File: config.mk
export PLATFORM = sky130hd
export DESIGN_NAME = cdm_diag
export DESIGN_NICKNAME = d
export VERILOG_FILES = /design/src/cdm_pkg.sv /design/src/cdm_fifo.sv /design/src/cdm_diag.sv
export VERILOG_INCLUDE_DIRS = /design/src /design/src/src
export SDC_FILE = /design/constraint.sdc
export NUM_CORES = 1
export LEC_CHECK = 0
export ABC_CLOCK_PERIOD_IN_PS = 11900
export BUFFER_PORTS_ARGS = -buffer_cell sky130_fd_sc_hd__buf_2
export CORE_ASPECT_RATIO = 2
export CORE_MARGIN = 8
export CORE_UTILIZATION = 65
export CTS_BUF_LIST = sky130_fd_sc_hd__clkbuf_4
export DETAILED_ROUTE_END_ITERATION = 10
export PLACE_DENSITY = 0.89
export SLEW_MARGIN = 20
export SYNTH_ARGS = -nofsm -noshare
export SYNTH_HDL_FRONTEND = slang
export SYNTH_SLANG_ARGS = --single-unit
File: constraint.sdc
create_clock -name mclk -period 11.9 [get_ports mclk]
set_input_delay 0.595 -clock mclk [delete_from_list [all_inputs] [get_ports mclk]]
set_output_delay 0.595 -clock mclk [all_outputs]
set_load 0.05 [all_outputs]
File: src/cdm_regs.svh
`ifndef CDM_REGS_SVH
`define CDM_REGS_SVH

// register byte offsets
`define CDM_OFS_CTRL 8'h00
`define CDM_OFS_INTS 8'h04
`define CDM_OFS_IE 8'h08
`define CDM_OFS_LEC 8'h0c
`define CDM_OFS_ERC 8'h10
`define CDM_OFS_TRQ 8'h14
`define CDM_OFS_RXD 8'h18

// module_control_reg fields
`define CDM_CTRL_MODE_LSB 0
`define CDM_CTRL_AL_BIT 3
`define CDM_CTRL_VALID_BIT 8
`define CDM_CTRL_RXNE_BIT 9

// int_status_reg / int_enable_reg fields
`define CDM_INT_TXDONE_BIT 0
`define CDM_INT_PERR_BIT 3
`define CDM_INT_ARBL_BIT 4
`define CDM_INT_W 5

// error_counter_reg fields
`define CDM_ERC_BUSOFF_BIT 8

// reset values
`define CDM_INTS_RST 5'h00
`define CDM_IE_RST 5'h00
`define CDM_LEC_RST 3'h0
`define CDM_TEC_RST 8'h00
`define CDM_TRQ_RST 4'h0

// counts and sizes
`define CDM_TEC_ERR_STEP 8'h08
`define CDM_TEC_MAX 8'hff
`define CDM_NBUF 4
`define CDM_FIFO_W 32
`define CDM_FIFO_D 8

`endif

File: src/cdm_pkg.sv
package cdm_pkg;

  // gray order along init -> normal -> abt ... -> self-test
  typedef enum logic [2:0]
  {
    cdm_init = 3'h0,
    cdm_normal = 3'h1,
    cdm_normal_abt = 3'h3,
    cdm_single = 3'h2,
    cdm_rx_only = 3'h6,
    cdm_self_test = 3'h7
  } cdm_mode_t;

  typedef logic [2:0] cdm_lec_t;

endpackage

File: src/cdm_fifo.sv
`timescale 1ns/1ps
module cdm_fifo #(
  parameter int WIDTH = 32,
  parameter int DEPTH = 8
) (
  input wire logic clk,
  input wire logic rst,
  input wire logic in_valid,
  output logic in_ready,
  input wire logic [WIDTH-1:0] in_data,
  output logic out_valid,
  input wire logic out_ready,
  output logic [WIDTH-1:0] out_data
);
  localparam int AW = $clog2(DEPTH);
  logic [WIDTH-1:0] mem [DEPTH];
  logic [AW-1:0] wr_ptr;
  logic [AW-1:0] rd_ptr;
  logic [AW:0] count;
  logic push;
  logic pop;
  logic [AW-1:0] head_next;
  logic [AW:0] count_next;

  assign push = in_valid & in_ready;
  assign pop = out_valid & out_ready;
  assign head_next = pop ? rd_ptr + 1'b1 : rd_ptr;
  assign count_next = count + (push ? 1'b1 : 1'b0) - (pop ? 1'b1 : 1'b0);

  always_ff @(posedge clk)
  begin
    if (push)
    begin
      mem[wr_ptr] <= in_data;
    end
  end

  always_ff @(posedge clk)
  begin
    if (rst)
    begin
      wr_ptr <= '0;
      rd_ptr <= '0;
      count <= '0;
      in_ready <= 1'b1;
      out_valid <= 1'b0;
      out_data <= '0;
    end
    else
    begin
      if (push)
      begin
        wr_ptr <= wr_ptr + 1'b1;
      end
      rd_ptr <= head_next;
      count <= count_next;
      in_ready <= count_next != DEPTH[AW:0];
      out_valid <= count_next != '0;
      // registered head, bypassing a word written into the slot that becomes the head
      out_data <= (push && wr_ptr == head_next) ? in_data : mem[head_next];
    end
  end
endmodule // cdm_fifo

File: src/cdm_diag.sv
`timescale 1ns/1ps
`include "cdm_regs.svh"
module cdm_diag (
  input wire logic mclk,
  input wire logic rst,
  input wire logic [7:0] paddr,
  input wire logic psel,
  input wire logic penable,
  input wire logic pwrite,
  input wire logic [31:0] pwdata,
  output logic [31:0] prdata,
  output logic pready,
  output logic pslverr,
  output logic bus_tx_pin,
  input wire logic bus_rx_pin,
  input wire logic core_tx_bit,
  input wire logic core_ack_slot,
  output logic core_rx_bit,
  input wire logic ev_tx_ok,
  input wire logic ev_arb_loss,
  input wire logic ev_error,
  input wire cdm_pkg::cdm_lec_t ev_err_code,
  input wire logic [1:0] ev_buf,
  input wire logic ev_rx_good,
  input wire logic rx_word_valid,
  input wire logic [31:0] rx_word,
  output logic rx_word_ready,
  output logic tx_enable,
  output logic retry_arb_enable,
  output logic retry_err_enable,
  output logic store_enable,
  output logic abt_enable,
  output logic [3:0] transmit_request_flag,
  output logic bus_off,
  output logic tx_irq,
  input wire logic sleep_active,
  input wire logic rx_pin_is_port,
  output logic wake_pulse
);
  import cdm_pkg::*;

  cdm_mode_t mode_reg;
  logic arb_loss_retry_enable;
  logic valid_reg;
  logic [`CDM_INT_W-1:0] int_status_reg;
  logic [`CDM_INT_W-1:0] int_enable_reg;
  cdm_lec_t last_error_code;
  logic [7:0] tx_error_count;
  logic rx_pin_prev;
  logic fifo_valid;
  logic [31:0] fifo_data;
  logic access;
  logic done;
  logic wr_en;
  logic [3:0] sw_trq_set;
  logic [3:0] hw_trq_clr;
  logic perr_ev;

  // transmit-type activity allowed in this mode
  function automatic logic tx_mode(input cdm_mode_t m);
    tx_mode = (m == cdm_normal) || (m == cdm_normal_abt) || (m == cdm_single)
      || (m == cdm_self_test);
  endfunction

  // retry permission after arbitration loss or error
  function automatic logic retry_ok(input cdm_mode_t m, input logic al, input logic arb);
    if (m == cdm_single)
    begin
      retry_ok = arb & al;
    end
    else
    begin
      retry_ok = tx_mode(m);
    end
  endfunction

  function automatic logic is_proto_err(input cdm_lec_t c);
    is_proto_err = (c >= 3'h1) && (c <= 3'h5);
  endfunction

  function automatic logic mapped(input logic [7:0] a);
    mapped = (a == `CDM_OFS_CTRL) || (a == `CDM_OFS_INTS) || (a == `CDM_OFS_IE)
      || (a == `CDM_OFS_LEC) || (a == `CDM_OFS_ERC) || (a == `CDM_OFS_TRQ)
      || (a == `CDM_OFS_RXD);
  endfunction

  assign access = psel & penable;
  assign done = access & pready;
  assign wr_en = done & pwrite;
  assign perr_ev = ev_error & is_proto_err(ev_err_code);
  assign sw_trq_set = (wr_en && paddr == `CDM_OFS_TRQ) ? pwdata[3:0] : 4'h0;

  always_comb
  begin
    hw_trq_clr = 4'h0;
    if (ev_tx_ok && tx_mode(mode_reg))
    begin
      hw_trq_clr[ev_buf] = 1'b1;
    end
    if (ev_arb_loss && !retry_ok(mode_reg, arb_loss_retry_enable, 1'b1) && tx_mode(mode_reg))
    begin
      hw_trq_clr[ev_buf] = 1'b1;
    end
    if (ev_error && !retry_ok(mode_reg, arb_loss_retry_enable, 1'b0) && tx_mode(mode_reg))
    begin
      hw_trq_clr[ev_buf] = 1'b1;
    end
  end

  // apb slave: one wait state, then pready
  always_ff @(posedge mclk)
  begin
    if (rst)
    begin
      pready <= 1'b0;
      pslverr <= 1'b0;
      prdata <= 32'h0;
    end
    else
    begin
      pready <= access & ~pready;
      pslverr <= access & ~pready & ~mapped(paddr);
      if (access && !pready && !pwrite)
      begin
        case (paddr)
          `CDM_OFS_CTRL: prdata <= {22'h0, fifo_valid, valid_reg, 4'h0,
            arb_loss_retry_enable, mode_reg};
          `CDM_OFS_INTS: prdata <= {27'h0, int_status_reg};
          `CDM_OFS_IE: prdata <= {27'h0, int_enable_reg};
          `CDM_OFS_LEC: prdata <= {29'h0, last_error_code};
          `CDM_OFS_ERC: prdata <= {23'h0, bus_off, tx_error_count};
          `CDM_OFS_TRQ: prdata <= {28'h0, transmit_request_flag};
          `CDM_OFS_RXD: prdata <= fifo_valid ? fifo_data : 32'h0;
          default: prdata <= 32'h0;
        endcase
      end
    end
  end

  // mode selection and arbitration-loss retry bit
  always_ff @(posedge mclk)
  begin
    if (rst)
    begin
      mode_reg <= cdm_init;
      arb_loss_retry_enable <= 1'b0;
    end
    else if (wr_en && paddr == `CDM_OFS_CTRL)
    begin
      arb_loss_retry_enable <= pwdata[`CDM_CTRL_AL_BIT];
      case (pwdata[2:0])
        3'h0, 3'h1, 3'h2, 3'h3, 3'h6, 3'h7: mode_reg <= cdm_mode_t'(pwdata[2:0]);
        default: mode_reg <= mode_reg;
      endcase
    end
  end

  // valid flag: set wins over write-one clear
  always_ff @(posedge mclk)
  begin
    if (rst)
    begin
      valid_reg <= 1'b0;
    end
    else if (ev_rx_good && mode_reg != cdm_init)
    begin
      valid_reg <= 1'b1;
    end
    else if (wr_en && paddr == `CDM_OFS_CTRL && pwdata[`CDM_CTRL_VALID_BIT])
    begin
      valid_reg <= 1'b0;
    end
  end

  // interrupt status, write one to clear, set wins
  always_ff @(posedge mclk)
  begin
    if (rst)
    begin
      int_status_reg <= `CDM_INTS_RST;
    end
    else
    begin
      for (int i = 0; i < `CDM_INT_W; i++)
      begin
        if (wr_en && paddr == `CDM_OFS_INTS && pwdata[i])
        begin
          int_status_reg[i] <= 1'b0;
        end
      end
      if (ev_tx_ok && tx_mode(mode_reg))
      begin
        int_status_reg[`CDM_INT_TXDONE_BIT] <= 1'b1;
      end
      if (perr_ev && mode_reg != cdm_init)
      begin
        int_status_reg[`CDM_INT_PERR_BIT] <= 1'b1;
      end
      if (ev_arb_loss && tx_mode(mode_reg))
      begin
        int_status_reg[`CDM_INT_ARBL_BIT] <= 1'b1;
      end
    end
  end

  always_ff @(posedge mclk)
  begin
    if (rst)
    begin
      int_enable_reg <= `CDM_IE_RST;
    end
    else if (wr_en && paddr == `CDM_OFS_IE)
    begin
      int_enable_reg <= pwdata[`CDM_INT_W-1:0];
    end
  end

  always_ff @(posedge mclk)
  begin
    if (rst)
    begin
      tx_irq <= 1'b0;
    end
    else
    begin
      tx_irq <= int_status_reg[`CDM_INT_TXDONE_BIT] & int_enable_reg[`CDM_INT_TXDONE_BIT];
    end
  end

  // last error code, hardware write wins over software clear
  always_ff @(posedge mclk)
  begin
    if (rst)
    begin
      last_error_code <= `CDM_LEC_RST;
    end
    else if (ev_error && mode_reg != cdm_init)
    begin
      last_error_code <= ev_err_code;
    end
    else if (wr_en && paddr == `CDM_OFS_LEC)
    begin
      last_error_code <= `CDM_LEC_RST;
    end
  end

  // transmit error counter, frozen where nothing may be sent
  always_ff @(posedge mclk)
  begin
    if (rst)
    begin
      tx_error_count <= `CDM_TEC_RST;
      bus_off <= 1'b0;
    end
    else if (mode_reg == cdm_init)
    begin
      bus_off <= 1'b0;
    end
    else if (tx_mode(mode_reg))
    begin
      if (ev_error)
      begin
        if (tx_error_count > `CDM_TEC_MAX - `CDM_TEC_ERR_STEP)
        begin
          tx_error_count <= `CDM_TEC_MAX;
          bus_off <= 1'b1;
        end
        else
        begin
          tx_error_count <= tx_error_count + `CDM_TEC_ERR_STEP;
        end
      end
      else if (ev_tx_ok && tx_error_count != 8'h00)
      begin
        tx_error_count <= tx_error_count - 8'h01;
      end
    end
  end

  // transmit request flags: software sets, hardware clears
  always_ff @(posedge mclk)
  begin
    if (rst)
    begin
      transmit_request_flag <= `CDM_TRQ_RST;
    end
    else
    begin
      transmit_request_flag <= (transmit_request_flag & ~hw_trq_clr) | sw_trq_set;
    end
  end

  // per-mode permissions to the protocol core
  always_ff @(posedge mclk)
  begin
    if (rst)
    begin
      tx_enable <= 1'b0;
      retry_arb_enable <= 1'b0;
      retry_err_enable <= 1'b0;
      store_enable <= 1'b0;
      abt_enable <= 1'b0;
    end
    else
    begin
      tx_enable <= tx_mode(mode_reg);
      retry_arb_enable <= retry_ok(mode_reg, arb_loss_retry_enable, 1'b1);
      retry_err_enable <= retry_ok(mode_reg, arb_loss_retry_enable, 1'b0);
      store_enable <= mode_reg != cdm_init;
      abt_enable <= mode_reg == cdm_normal_abt;
    end
  end

  // pin path: recessive pin in rx-only, self-test and init
  always_ff @(posedge mclk)
  begin
    if (rst)
    begin
      bus_tx_pin <= 1'b1;
      core_rx_bit <= 1'b1;
    end
    else
    begin
      bus_tx_pin <= tx_mode(mode_reg) && mode_reg != cdm_self_test ? core_tx_bit : 1'b1;
      if (mode_reg == cdm_self_test)
      begin
        core_rx_bit <= core_tx_bit;
      end
      else if (mode_reg == cdm_rx_only && core_ack_slot)
      begin
        core_rx_bit <= 1'b0;
      end
      else
      begin
        core_rx_bit <= bus_rx_pin;
      end
    end
  end

  // wake on falling receive edge, in every mode
  always_ff @(posedge mclk)
  begin
    if (rst)
    begin
      rx_pin_prev <= 1'b1;
      wake_pulse <= 1'b0;
    end
    else
    begin
      rx_pin_prev <= bus_rx_pin;
      wake_pulse <= sleep_active & ~rx_pin_is_port & rx_pin_prev & ~bus_rx_pin;
    end
  end

  cdm_fifo #(
    .WIDTH(`CDM_FIFO_W),
    .DEPTH(`CDM_FIFO_D)
  ) u_rx_fifo (
    .clk(mclk),
    .rst(rst),
    .in_valid(rx_word_valid & store_enable),
    .in_ready(rx_word_ready),
    .in_data(rx_word),
    .out_valid(fifo_valid),
    .out_ready(done & ~pwrite & (paddr == `CDM_OFS_RXD)),
    .out_data(fifo_data)
  );
endmodule // cdm_diag

==> flow_summary.yaml <==
status:
  outcome: "finished, final reports clean"
global_routing:
  overflow: 0
  grt_pass1_wl_um: 49800
  antenna_violations_before_repair: 3
  largest_net_degree_at_the_start_of_global_routing: 76
  grt_usage_pct: 23.2
  number_of_global_route_vias_before_repair: 9763
logic_synthesis:
  post_synth_inst_count: 1008
  synth_seq_area_share_pct: 68.2
  post_synth_net_total: 1111
  synth-edff-count: 256
  syn_avg_cell_area_sq_um: 14.6
  number_of_unique_standard_cell_types_used_by_synthesis: 64
  synthesis.area_sq_um: 14700
  yosys_warnings: 0
  dominantRegCellSynth: "edfxtp_1"
  synth-seq-cells: 373
  async_reset_ff_share_pct: 0
floorplan:
  placement_row_count: 78
  initial_core_util_pct: 65.6
  die-height_um: 229
  io_pins: 141
  core_sq_um: 22400
  floorplan.die.width_um: 122
  dieArea_sq_um: 28000
worst_setup_path:
  worst-endpoint-arrival_ns: 4.29
  crit_required_ns: 12.46
  startpoint_kind_of_the_worst_setup_timing_path: "flop"
  setup.worst_path.start: "u_rx_fifo.out_valid$_SDFF_PP0_"
  critical_path.reg2reg.startpoint: "u_rx_fifo.out_valid$_SDFF_PP0_"
  critical_path.endpoint_type: "flop"
  critPathMaxFanout: 55
  worst-setup-path-type: "reg -> reg"
timing:
  finalHoldViolations: 0
  max_transition_margin_pct: 25.5
  worst_slew_pin_slew_ns: 1.11
  slew_viol_final: 0
  worst_slack_ns: 8.16
  finalClockSkew_ns: 0.0259
  grt_setup_unrepaired: "no"
  final_setup_fails: 0
  min_period_over_period_pct: 31.4
  finalCriticalPeriod_ns: 3.74
  max_freq_mhz: 267
  finalSetupTns_ns: 0
  finalHoldWorstSlack_ns: 0.0511
hold_path:
  min-delay-start: "rx_pin_is_port"
  hold_path.class: "in -> reg"
route:
  routed_wl_um: 32400
  vias: 9453
  drt_pass1_iterations: 8
  post_drt_wl_per_cell_um: 21.6
  drt.antenna.violating_nets: 0
  drc: 0
  via_per_inst: 6.29
  number_of_drc_violations_after_detailed_routing_iteration_0: 823
finish:
  largest_register_ffs: 256
  finalCoreUtilization_pct: 73.4
  nets: 1259
  regMostFlops: "u_rx_fifo.mem"
  layout.cell_area.non_filler_sq_um: 16500
  fillers: 1376
  layout.cells.non_filler: 1503
  drive_above_1_share_pct: 24.4
  biggestRegsByFlops: "u_rx_fifo.mem: 256 flops, prdata: 32 flops, u_rx_fifo.out_data: 32 flops"
  synthToLayoutAreaGrowth_pct: 12.0
place:
  dp_hpwl_um: 19500
  placed_cells: 1357
  detailedPlace.worstSlack_ns: 7.58
  numPortBuffers: 114
  detailed_place.area_sq_um: 15500
  gpl.final_weighted_congestion: 0.892
clock_tree:
  cts_repair_resize_count: 0
  cts_setup_buffers: 0
  skew_pair_late_insertion_delay_ns: 0.72
  clockRootBuffer: "clkbuf_4"
  cts_buffer_depth: 3
  hold_buffer_count_at_cts: 0
  clock_pin_slew_reported_for_the_worst_setup_and_hold_paths_after_clock_tree_synthesis_ns: 0.07
  ctsHtreeMaxLevel: 3
  cts_inserted_buffers: 77
  cts_tree: "yes"
  clkSinkCount: 373
power:
  total_leakage_power_nw: 6.34
  p_per_area_nw_per_um2: 145
  ir_drop_v: 0.000104
  totalPowerFinal_mw: 2.38
run:
  drv_cap: 0
[path summary, 6_finish.rpt]
check / to / slack [ns] / depth (start not counted)
hold reg to reg: wake_pulse$_SDFF_PP0_ / 0.42 / 2
setup / recovery: u_rx_fifo.out_data[1]$_SDFF_PP0_ / 8.16 / 8
setup reg to reg: u_rx_fifo.out_data[1]$_SDFF_PP0_ / 8.16 / 8
hold / removal: wake_pulse$_SDFF_PP0_ / 0.05 / 2
[worst max-delay path, stage by stage, from the launching register on]
cell,delay [ns]
dfxtp_1,0.35
and4b_1,0.41
nand4_4,0.23
xor2_4,0.17
buf_4,0.63
buf_4,0.88
mux4_2,0.62
nand2_1,0.10
a31oi_1,0.09
[logic make-up (layout without fill, tap and decap cells)]
group / after synthesis / in the layout / synth area share (%)
compound gates: 207 / 207 / 9.59
xor+xnor: 13 / 13 / 1.05
fa+ha+maj: 11 / 11 / 0.986
buf+inv: 82 / 292 / 3.12
flops: 373 / 373 / 68.2
mux: 107 / 107 / 10.2
other cells: 0 / 5 / 0
simple gates: 215 / 215 / 6.87
[cell type report]
type	count	area, sq um	area share (%)
Sequential cell	373	10000	60.8
Tap cell	280	350	2.13
Inverter	19	71.3	0.433
Multi-Input combinational cell	553	4300	26.1
Clock inverter	37	231	1.40
Antenna cell	5	12.5	0.0759
Timing Repair Buffer	132	706	4.28
Clock buffer	104	781	4.74
[Yosys cell counts (all sizes together) (5+ instances only)]
cell	instances	share of area (%)
a21oi	18	0.61
mux4	33	5.2
inv	18	0.46
a211oi	5	0.26
nand3	11	0.37
a22oi	33	1.7
buf	22	1.6
nand2	62	1.6
dfxtp	117	16
xnor2	6	0.41
nor2	79	2.0
a31oi	38	1.6
xor2	6	0.48
o21ai	50	1.7
nand4	9	0.53
clkbuf	41	1.0
ha	10	0.85
and3	7	0.30
edfxtp	256	52
o22a	33	2.0
mux2i	74	5.1
nor3	20	0.71
[routing by layer]
layer  up-vias  track usage [%]  part of all wire (%)  routed length, um
met3       107             4.73                   8.2               2670
met2       473             41.7                    53              17300
met1      4633             24.7                    35              11200
li1       4240                -                     -                  -
met4         0             12.2                   3.7               1210
met5         -                0                     0                  0
[cell usage in the layout, fill, tap and decap left out, types with 4 or more instances in the layout]
| cell type | count |
|---|---|
| edfxtp_1 | 256 |
| dfxtp_1 | 117 |
| buf_2 | 114 |
| clkbuf_4 | 104 |
| nor2_1 | 78 |
| mux2i_1 | 73 |
| nand2_1 | 62 |
| o21ai_0 | 50 |
| a31oi_1 | 38 |
| a22oi_1 | 33 |
| o22a_1 | 33 |
| mux4_2 | 29 |
| clkinv_1 | 27 |
| inv_1 | 18 |
| a21oi_1 | 18 |
| buf_4 | 18 |
| nor3_1 | 15 |
| nand3_1 | 11 |
| ha_1 | 10 |
| nand4_1 | 7 |
| and3_1 | 7 |
| diode_2 | 5 |
| nor3_2 | 5 |
| xor2_1 | 5 |
| xnor2_1 | 5 |
| a211oi_1 | 5 |
| mux4_1 | 4 |
| and3b_1 | 4 |
| o22ai_1 | 4 |
| clkinv_2 | 4 |
[power by group]
part | switching [mW] | internal (mW)
logic | 0.0397 | 0.0147
clock network | 0.464 | 0.477
registers | 0.00204 | 1.39
total | 0.506 | 1.88
No activity file was read; power rests on OpenSTA's default activity.
